===== src/sffr_defines.vh =====
/*
  constants for the fault flag register bank: offsets, bit positions,
  reset values and masks.
  assumes inclusion by bare name from the design files.
*/
`ifndef SFFR_DEFINES_VH
`define SFFR_DEFINES_VH

`define SFFR_ADDR_W          8
`define SFFR_OFS_UPPER       8'h00
`define SFFR_OFS_LOWER       8'h01
`define SFFR_OFS_LAST_VALID  8'h1f

`define SFFR_UP_LOW_VREG     0
`define SFFR_UP_MEAS_TMO     1

`define SFFR_LO_AFE_FAIL     0
`define SFFR_LO_BAD_ADDR     1
`define SFFR_LO_ALGO_ERR     2
`define SFFR_LO_CAL_FAIL     3
`define SFFR_LO_SELF_DIAG    4
`define SFFR_LO_OUT_RANGE    5
`define SFFR_LO_MEM_ERR      6
`define SFFR_LO_NO_MEAS      7

`define SFFR_UPPER_RESET     8'h00
`define SFFR_LOWER_RESET     8'h80
`define SFFR_UPPER_MASK      8'h03
`define SFFR_BYTE_ZERO       8'h00

`define SFFR_SYNC_RESET      2'h0

`endif


===== src/sffr_regs.v =====
/*
  read-only fault flag word of a gas sensor: two bytes reached through
  the register read/write port that the serial target logic drives.
  assumes the serial transport decodes transfers into one-cycle rd/wr
  strobes with an address, on clk; the regulated-voltage monitor is an
  asynchronous analog level, all other events are clk-domain pulses.
  assumes clk_en low freezes every flop, the synchroniser included;
  reg_wdata is taken but never stored, both bytes being read-only;
  addresses above the last valid one, 0x1f, count as not existing;
  the measurement engine drives meas_done and meas_timeout.
*/
`timescale 1ns/1ps
`include "sffr_defines.vh"

// What this block does
// - fault word is two read-only bytes, upper at 0x00, lower at 0x01
// - upper bit 0 set while regulated supply is too low
// - upper bit 1 set when a measurement does not finish in time
// - measurement timeout flag cleared by a later successful measurement
// - lower bit 0 set when analog front end initialisation fails, fatal
// - lower bit 1 set on access to a register address that does not exist
// - lower bit 3 set when any calibration fails
// - lower bit 7 set at start-up, cleared after first completed measurement
// - lower bit 6 set on internal memory operation error
// - lower bit 5 set when concentration lies outside measurement range
module sffr_regs
(
  clk,
  reset_n,
  clk_en,
  reg_addr,
  reg_rd,
  reg_wr,
  reg_wdata,
  reg_rdata,
  reg_rvalid,
  vreg_low,
  meas_timeout,
  meas_done,
  afe_init_fail,
  cal_fail,
  algo_err,
  self_diag_err,
  out_of_range,
  in_range,
  mem_err,
  fault_upper,
  fault_lower
);
  input  wire                    clk;
  input  wire                    reset_n;
  input  wire                    clk_en;
  input  wire [`SFFR_ADDR_W-1:0] reg_addr;
  input  wire                    reg_rd;
  input  wire                    reg_wr;
  input  wire [7:0]              reg_wdata;
  output reg  [7:0]              reg_rdata;
  output reg                     reg_rvalid;
  input  wire                    vreg_low;
  input  wire                    meas_timeout;
  input  wire                    meas_done;
  input  wire                    afe_init_fail;
  input  wire                    cal_fail;
  input  wire                    algo_err;
  input  wire                    self_diag_err;
  input  wire                    out_of_range;
  input  wire                    in_range;
  input  wire                    mem_err;
  output reg  [7:0]              fault_upper;
  output reg  [7:0]              fault_lower;

  wire                           vreg_low_s;
  wire                           bad_access;
  reg  [7:0]                     upper_nxt;
  reg  [7:0]                     lower_nxt;
  reg  [7:0]                     rdata_nxt;

  // ************************
  // address decode
  // ************************
  function addr_exists;
    input [`SFFR_ADDR_W-1:0] a;
    begin
      addr_exists = (a <= `SFFR_OFS_LAST_VALID);
    end
  endfunction

  assign bad_access = (reg_rd | reg_wr) & ~addr_exists(reg_addr);

  // ************************
  // supply monitor input
  // ************************
  sffr_sync u_vreg_sync
  (
    .clk      (clk),
    .reset_n  (reset_n),
    .clk_en   (clk_en),
    .async_in (vreg_low),
    .sync_out (vreg_low_s)
  );

  // ************************
  // flag update helper
  // ************************
  function flag_step;
    input cur;
    input set_ev;
    input clr_ev;
    begin
      // set wins over a clear in the same cycle
      flag_step = set_ev | (cur & ~clr_ev);
    end
  endfunction

  // ************************
  // upper flag next state
  // ************************
  always @*
  begin
    upper_nxt = `SFFR_BYTE_ZERO;
    upper_nxt[`SFFR_UP_LOW_VREG] = vreg_low_s;
    upper_nxt[`SFFR_UP_MEAS_TMO] = flag_step(fault_upper[`SFFR_UP_MEAS_TMO],
                                             meas_timeout,
                                             meas_done);
    upper_nxt = upper_nxt & `SFFR_UPPER_MASK;
  end

  // ************************
  // lower flag next state
  // ************************
  always @*
  begin
    lower_nxt = `SFFR_BYTE_ZERO;
    lower_nxt[`SFFR_LO_AFE_FAIL] = flag_step(fault_lower[`SFFR_LO_AFE_FAIL],
                                             afe_init_fail,
                                             1'b0);
    lower_nxt[`SFFR_LO_BAD_ADDR] = flag_step(fault_lower[`SFFR_LO_BAD_ADDR],
                                             bad_access,
                                             1'b0);
    lower_nxt[`SFFR_LO_ALGO_ERR] = flag_step(fault_lower[`SFFR_LO_ALGO_ERR],
                                             algo_err,
                                             1'b0);
    lower_nxt[`SFFR_LO_CAL_FAIL] = flag_step(fault_lower[`SFFR_LO_CAL_FAIL],
                                             cal_fail,
                                             1'b0);
    lower_nxt[`SFFR_LO_SELF_DIAG] = flag_step(fault_lower[`SFFR_LO_SELF_DIAG],
                                              self_diag_err,
                                              1'b0);
    lower_nxt[`SFFR_LO_OUT_RANGE] = flag_step(fault_lower[`SFFR_LO_OUT_RANGE],
                                              out_of_range,
                                              in_range);
    lower_nxt[`SFFR_LO_MEM_ERR] = flag_step(fault_lower[`SFFR_LO_MEM_ERR],
                                            mem_err,
                                            1'b0);
    lower_nxt[`SFFR_LO_NO_MEAS] = flag_step(fault_lower[`SFFR_LO_NO_MEAS],
                                            1'b0,
                                            meas_done);
  end

  // ************************
  // read mux
  // ************************
  always @*
  begin
    case (reg_addr)
      `SFFR_OFS_UPPER: rdata_nxt = fault_upper;
      `SFFR_OFS_LOWER: rdata_nxt = fault_lower;
      default:         rdata_nxt = `SFFR_BYTE_ZERO;
    endcase
  end

  // ************************
  // fault byte registers
  // ************************
  always @(posedge clk)
  begin
    if (!reset_n)
    begin
      fault_upper <= `SFFR_UPPER_RESET;
    end
    else if (clk_en)
    begin
      // writes are ignored: flags follow events only
      fault_upper <= upper_nxt;
    end
  end

  always @(posedge clk)
  begin
    if (!reset_n)
    begin
      fault_lower <= `SFFR_LOWER_RESET;
    end
    else if (clk_en)
    begin
      fault_lower <= lower_nxt;
    end
  end

  // ************************
  // read port registers
  // ************************
  always @(posedge clk)
  begin
    if (!reset_n)
    begin
      reg_rvalid <= 1'b0;
    end
    else if (clk_en)
    begin
      reg_rvalid <= reg_rd;
    end
  end

  always @(posedge clk)
  begin
    if (!reset_n)
    begin
      reg_rdata <= `SFFR_BYTE_ZERO;
    end
    else if (clk_en && reg_rd)
    begin
      reg_rdata <= rdata_nxt;
    end
  end
endmodule // sffr_regs


===== src/sffr_sync.v =====
/*
  three-flop synchroniser with agreement filter for one asynchronous level.
  assumes clk, synchronous active-low reset and a clock enable.
*/
`timescale 1ns/1ps
`include "sffr_defines.vh"

module sffr_sync
(
  clk,
  reset_n,
  clk_en,
  async_in,
  sync_out
);
  input  wire clk;
  input  wire reset_n;
  input  wire clk_en;
  input  wire async_in;
  output reg  sync_out;

  reg         meta_r;
  reg  [1:0]  stage_r;

  // ************************
  // synchroniser chain
  // ************************
  always @(posedge clk)
  begin
    if (!reset_n)
    begin
      meta_r   <= 1'b0;
      stage_r  <= `SFFR_SYNC_RESET;
      sync_out <= 1'b0;
    end
    else if (clk_en)
    begin
      meta_r   <= async_in;
      stage_r  <= {stage_r[0], meta_r};
      if (stage_r[0] == stage_r[1])
        sync_out <= stage_r[1];
    end
  end
endmodule // sffr_sync

===== config.mk =====
export PLATFORM = sky130hd
export DESIGN_NAME = sffr_regs
export DESIGN_NICKNAME = d
export VERILOG_FILES = /design/src/sffr_regs.v /design/src/sffr_sync.v
export VERILOG_INCLUDE_DIRS = /design/src
export SDC_FILE = /design/constraint.sdc
export NUM_CORES = 1
export LEC_CHECK = 0
export BUFFER_PORTS_ARGS = -buffer_cell sky130_fd_sc_hd__buf_2
export CAP_MARGIN = 5
export CORE_UTILIZATION = 25
export DETAILED_ROUTE_END_ITERATION = 7
export MAX_ROUTING_LAYER = met4
export SYNTH_ARGS = -nofsm -noshare
export SYNTH_HDL_FRONTEND = slang
export SYNTH_SLANG_ARGS = --single-unit

===== constraint.sdc =====
create_clock -name clk -period 1.11 [get_ports clk]
set_input_delay 0 -clock clk [delete_from_list [all_inputs] [get_ports clk]]
set_output_delay 0 -clock clk [all_outputs]
set_load 0.01 [all_outputs]

# Word-level counts from Yosys, hierarchy flattened
# Index checks and enable logic that the tools add are counted.
# word_totals
ff_bits	23
inputBits	31
wordCells	30
mem_bits_ro	0
ramBits	0
latchBits	0
n_memories	0
output_inout_bits	25
# op_classes
addsub	0
n_mux	1
n_reduce_logical	3
mul	0
div	0
shifts	0
n_lt_le_gt_ge	1
bitwise	16
eq_ne	2
# ops
op	count
case mux 8 bit (2 select lines)	1
bitwise OR 1 bit	9
equality test 8 x 1 -> 1 bit, second input constant	1
less-or-equal comparator 8 x 5 -> 1 bit, second input constant	1
logical NOT 8 bit	1
bitwise AND 1 bit	4
NOT 1 bit	3
AND reduction 2 bit	1
equality test 1 bit	1
logical AND 1 bit	1

# Longest topological paths before layout
# Gate-level depths: netlist of run 1.
# depth
depth_word	4
depth_mapped	5
depth_no_buf	3

# Hierarchy
# A second synthesis of run 1 with hierarchy kept.
# unflattened
hier_cells	92
hier_area_um2	934.6
# by_module_without_submodules
module	seq_area_each_um2	area_each_um2	cells_each	n_inst
sffr_regs	380.4	762.0	75	1
sffr_sync	80.1	172.7	17	1

# Worst setup path after synthesis of run 1
# Ideal clock, no wire load.
# synth_path
kind	input to register
from	input reg_addr[4]
to	register reg_rdata[2]
required_ns	1.050
arrival_ns	1.011
path_buffers	0
slack_ns	0.040
setup_ns	0.060
path_stages	3
cell_sequence	or4_4 > nor4_4 > a22o_1
# synth_between
elab_chain_len	2
word_cells_on_any_way	3
cone_classes	1 x eq/ne; 1 x mux; 1 x reduce/logical
# synth_rtl
item	line_no	source
from (decl)	sffr_regs.v:53	input wire [`SFFR_ADDR_W-1:0] reg_addr;
equality test 8 x 1 -> 1 bit / logical NOT 8 bit (equally long branches)	sffr_regs.v:165	case (reg_addr)
case mux 8 bit (2 select lines) (*)	sffr_regs.v:165	
to (signal assigned)	sffr_regs.v:219	reg_rdata <= `SFFR_BYTE_ZERO;
to (signal assigned)	sffr_regs.v:223	reg_rdata <= rdata_nxt;
to (decl)	sffr_regs.v:57	output reg [7:0] reg_rdata;
# Every way passes the cells marked *; elsewhere a longest branch is shown, timed or not.
# A chain may end at the register's enable or synchronous reset.

# Worst setup path in the final report of run 1
# layout_path
from	input reg_addr[4]
to	register reg_rdata[4]
# Same word-level chain as after synthesis.

==> impl_metrics.toml, run 1 <==
[min_path]
hold_path_startpoint = "in_range"
hold_class = "in -> reg"

[synth]
synth_seq_cells = 23
yosys_warnings = 0
synth.avg_cell_area_um2 = 10.2
yosysSeqAreaShare_pct = 50.8
synth.cell_area_um2 = 907
synthCells = 89
yosys.area.top_type = "dfxtp_1"
synth_area_leaders = "dfxtp_1 (51%), nor2b_1 (7.6%), a22o_1 (5.8%), mux2i_1 (5.5%), buf_4 (5.0%)"
synth_top_area_share_pct = 50.8
yosysUniqueCellTypes = 25

[critical_path]
slowest_stage = "or4_4"
startpoint = "reg_addr[4]"
cpPeakStageDelay_ns = 0.54
start_kind = "input port"
crit_arrival_ns = 1.13
timing.rr.start = "u_vreg_sync.stage_r[0]"
end_kind = "flop"
worst-endpoint-required_ns = 1.36
cp_cell_sequence = "buf_2, or4_4, nor4_4, buf_4, a22o_1"
worstSetupPathType = "in -> reg"
crit_fanout = 6

[timing]
max_freq_mhz = 1130
drv_slew = 0
whs_ns = 0.0239
hold_viol_final = 0
layout_setup_ws_ns = 0.222
finalSetupViolCount = 0
fin_crit_sh_pct = 80.0
rsz0062_at_grt = "false"
period_needed_ns = 0.888
fin_skew_ns = 0.00467

[global_route]
grt_first_pass_wirelength_um = 3260
overflow = 0
grtUsageTotal_pct = 10.6
grt_max_degree = 17
grt_pass1_vias = 696
antenna_found_initial = 0

[detailed_routing]
vias = 803
drt-total-wl_um = 1950
routedWlPerCell_um = 10.2
drc = 0
drt_iter0_markers = 5
antenna_left = 0
drt_first_pass_iters = 3
avgViaCountPerCell = 4.23

[clock_network]
post-cts-setup-buffers = 0
clk_pin_slew_ns = 0.12
cts.sinks = 23
clk_latency_ns = 0.30
h-tree-depth = 1
cts-root-buf = "clkbuf_4"
cts_tree = "done"
cts_buffer_depth = 2
cts_buffers = 3

[placement]
placed_area_um2 = 1170
port_buffers = 41
dp_hpwl_um = 1540
placedCellCount = 177
preCtsSetupSlack_ns = -0.103
gp_congestion = 0.706

[die]
start_util_pct = 26.6
ios = 56
dieArea_um2 = 3870
fp-row-count = 21
fp.dieW_um = 62.2
core_area_um2 = 3420
fp.dieH_um = 62.2

[cells_and_area]
diodes = 0
nFillCells = 374
drive_above_1_share_pct = 36.8
final_nets = 176
design_area_um2 = 1280
syn_to_final_growth_pct = 41.5
post-route-util_pct = 37.6
stdcell_count = 190

[outcome]
status = "completed"

[pwr]
power_density_nw_per_um2 = 1130
p_leak_nw = 0.607
ir_drop_v = 0.000555

[flow_run]
maxCapViolations = 0
-- flip-flops by register name (all words and copies together) (netlist names) --
| signal | count |
|---|---|
| fault_lower | 8 |
| u_vreg_sync.sync_out | 1 |
| reg_rvalid | 1 |
| reg_rdata | 8 |
| u_vreg_sync.meta_r | 1 |
| u_vreg_sync.stage_r | 2 |
| fault_upper | 2 |
-- final timing paths --
kind	end	slack [ns]	depth (start not counted)
worst max-delay path	reg_rdata[4]	0.22	5
worst min-delay path	fault_lower[5]	0.02	4
worst max register to register	u_vreg_sync.sync_out	0.29	3
worst min register to register	reg_rdata[0]	0.47	2
-- worst max-delay path, delay by kind of cell --
family | cells | cell delay (ns)
and+or+nand+nor | 2 | 0.74
buffers and inverters | 2 | 0.26
AOI/OAI and AO/OA | 1 | 0.12
-- stage by stage --
step,total power [mW],setup TNS [ns]
after floorplan,0.999,0
after global placement,1.07,-0.588
after detailed placement,1.08,-0.726
after CTS,1.47,0
after global routing,1.52,0
final,1.45,0
-- timing repair --
action                     4_1_cts  5_1_grt
setup endpoints to repair        0        0
hold endpoints to repair         9        0
gates resized for setup          0        0
hold buffers                     9        0
-- power breakdown --
part,internal [mW],switching [mW]
logic,0.108,0.0975
registers,0.854,0.0204
clock network,0.140,0.231
-- synthesized netlist by cell type --
cell type	n
or2_0	1
nand2_1	8
nor3_1	1
buf_4	6
dfxtp_1	23
a22oi_1	2
a21oi_1	5
a21boi_1	1
o21ai_0	3
and2_1	1
or4_4	1
o31ai_1	2
nor2_1	1
inv_2	1
o21a_1	2
clkbuf_1	1
or4b_4	1
conb_1	1
a22o_1	6
inv_1	1
nor2b_1	11
nor4_4	1
buf_2	2
a21boi_0	2
mux2i_1	5
-- area by class of cell --
| cell class | instances | area (um2) | area share (%) |
|---|---|---|---|
| Inverter | 2 | 7.51 | 0.585 |
| Multi-Input combinational cell | 60 | 399 | 31.1 |
| Timing Repair Buffer | 55 | 333 | 25.9 |
| Clock buffer | 4 | 26.3 | 2.05 |
| Tap cell | 46 | 57.6 | 4.48 |
| Sequential cell | 23 | 460 | 35.9 |
-- logic make-up after synthesis --
family / count (synthesis) / share of synthesized area [%]
mux: 5 / 5.52
compound gates: 23 / 17.7
flops: 23 / 50.8
buf+inv: 11 / 7.31
simple gates: 26 / 18.3
other cells: 1 / 0.413
-- layer usage --
| metal | global-route usage (%) | up-vias | wire length [um] |
|---|---|---|---|
| li1 | - | 409 | - |
| met1 | 13.8 | 362 | 902 |
| met2 | 16.5 | 30 | 895 |
| met3 | 2.76 | 2 | 139 |
| met4 | 2.62 | 0 | 10 |
| met5 | - | - | 0 |
-- cells in the final DEF (no fill, tap or decap), types with 2 or more instances in the layout --
cell	instances
buf_2	41
dfxtp_1	23
nor2b_1	11
dlygate4sd3_1	9
nand2_1	8
a22o_1	6
conb_1	6
a21oi_1	5
mux2i_1	5
buf_4	5
o21ai_0	3
clkbuf_4	3
o31ai_1	2
a21boi_0	2
o21a_1	2
a22oi_1	2
No activity file was read; power rests on OpenSTA's default activity.
==> run 2, diff against run 1 <==
--- a/config.mk
+++ b/config.mk
@@ -6,6 +6,7 @@
 export SDC_FILE = /design/constraint.sdc
 export NUM_CORES = 1
 export LEC_CHECK = 0
+export ABC_AREA = 1
 export BUFFER_PORTS_ARGS = -buffer_cell sky130_fd_sc_hd__buf_2
 export CAP_MARGIN = 5
 export CORE_UTILIZATION = 25
==> constraint.sdc (replaced) <==
create_clock -name clk -period 0.8 [get_ports clk]
set_input_delay 0 -clock clk [delete_from_list [all_inputs] [get_ports clk]]
set_output_delay 0 -clock clk [all_outputs]
set_load 0.01 [all_outputs]
==> impl_metrics.toml, run 2 <==
[outcome]
status = "completed"

[placement]
port_buffers = 41
placed_area_um2 = 1200
placedCellCount = 214
dp_hpwl_um = 1660
gp_congestion = 0.714
preCtsSetupSlack_ns = -0.0404

[detailed_routing]
vias = 952
drt-total-wl_um = 2210
antenna_left = 0
drc = 0
avgViaCountPerCell = 4.19
drt_iter0_markers = 15
drt_first_pass_iters = 4
routedWlPerCell_um = 9.72

[cells_and_area]
final_cell_mix = "buf_2 (41), nor2_1 (18), a21oi_1 (17)"
post-route-util_pct = 36.8
layout_commonest_cell = "buf_2"
multi_input_area_um2 = 399
nFillCells = 405
syn_to_final_growth_pct = 40.4
design_area_um2 = 1350
seq_area_um2 = 469
reg.largest.list = "fault_lower x8, reg_rdata x8"
drive_above_1_share_pct = 35.2
final_nets = 211
diodes = 0
stdcell_count = 227

[critical_path]
path_buf_inv = 1
start_kind = "flop"
end_kind = "primary output"
timing.rr.start = "fault_lower[0]"
crit_arrival_ns = 0.76
cpPeakStageDelay_ns = 0.36
crit_fanout = 3
worstSetupPathType = "reg -> out"
startpoint = "fault_lower[6]"
worst-endpoint-required_ns = 0.80
cp_cell_sequence = "buf_2"
slowest_stage = "dfxtp_1"
crit_family = "flip-flops"

[timing]
max_freq_mhz = 1320
drv_slew = 0
rsz0062_at_grt = "false"
hold_viol_final = 0
fin_crit_sh_pct = 94.9
layout_setup_ws_ns = 0.0410
whs_ns = 0.0348
period_needed_ns = 0.759
fin_tns_setup_ns = 0
fin_skew_ns = 0.00367
finalSetupViolCount = 0

[global_route]
overflow = 0
grt_max_degree = 17
antenna_found_initial = 0
grtUsageTotal_pct = 12.0
grt_pass1_vias = 868
grt_first_pass_wirelength_um = 3780

[clock_network]
cts_buffers = 3
clk_pin_slew_ns = 0.08
cts.sinks = 23
cts_buffer_depth = 2
clk_latency_ns = 0.26
h-tree-depth = 1
cts-root-buf = "clkbuf_8"
cts_tree = "done"

[synth]
synth.avg_cell_area_um2 = 7.63
yosys_most_used_dff = "dfxtp_1"
async_flop_share_pct = 0
synth_most_common_cell = "dfxtp_1"
yosys.area.top_type = "dfxtp_1"
synth_top_area_share_pct = 47.9
synth_area_leaders = "dfxtp_1 (48%), a21oi_1 (8.9%), nor2_1 (7.0%), o21ai_0 (6.8%), nand2_1 (5.9%)"
synth_edf_count = 0
synthTopCellsByCount = "dfxtp_1 (23), nor2_1 (18), a21oi_1 (17)"
yosys_warnings = 0
synth_seq_cells = 23
yosysUniqueCellTypes = 19
synth.cell_area_um2 = 961
yosysSeqAreaShare_pct = 47.9
synthCells = 126

[die]
dieArea_um2 = 4100
start_util_pct = 26.2
fp.dieH_um = 64.0
core_area_um2 = 3660
fp.dieW_um = 64.0
fp-row-count = 22
ios = 56

[flow_run]
maxCapViolations = 0

[pwr]
p_leak_nw = 0.645
power_density_nw_per_um2 = 1720
ir_drop_v = 0.000809
finalPower_mw = 2.32

[min_path]
hold_class = "in -> reg"
hold_path_startpoint = "reg_wr"
[run 2: changes by cell type after synthesis, moves of 7 or more]
cell,previous run,this run
o21ai_0,3,13
nand3_1,0,10
nor2b_1,11,0
a21oi_1,5,17
nand2_1,8,15
inv_1,1,10
nor2_1,1,18
[run 2: layout make-up]
cell class              count  share of cell area (%)
well taps                  48                    4.45
inverters                  13                    3.71
multi-input cells          85                    29.6
repair buffers             54                    24.1
clock buffers               4                    3.34
flip-flops and latches     23                    34.8
[run 2: path summary, 6_finish.rpt]
| kind | slack (ns) | end | depth (start not counted) |
|---|---|---|---|
| worst max-delay path | 0.04 | fault_lower[6] | 1 |
| worst min-delay path | 0.03 | fault_lower[1] | 3 |
| worst max register to register | 0.13 | reg_rdata[0] | 4 |
| worst min register to register | 0.46 | reg_rvalid | 2 |
[run 2: repair_timing]
item,CTS,global route
resized for setup,0,7
hold buffers,9,0
buffers inserted,0,0
endpoints found under the setup margin,0,7
endpoints found under the hold margin,8,0
[run 2: power breakdown]
part	switching, mW	leakage [nW]	total [mW]	internal (mW)
Sequential	0.0435	0.192	1.26	1.22
Clock	0.337	0.0228	0.691	0.354
Combinational	0.198	0.431	0.371	0.173
[run 2: cell families (layout without fill, tap and decap cells)]
| kind of cell | count (synthesis) | count (layout) | synth area share [%] |
|---|---|---|---|
| AND/OR/NAND/NOR | 45 | 45 | 19.9 |
| flip-flops | 23 | 23 | 47.9 |
| AO/OA/AOI/OAI | 34 | 34 | 19.3 |
| buffers and inverters | 23 | 71 | 12.5 |
| other | 1 | 6 | 0.390 |
[run 2: metal layers]
layer / up-vias / GRT usage, % / wire, um
met3: 2 / 3.75 / 143
met2: 31 / 20.1 / 1000
met1: 417 / 14.2 / 1050
li1: 502 / - / -
met4: 0 / 2.56 / 8
met5: - / - / 0
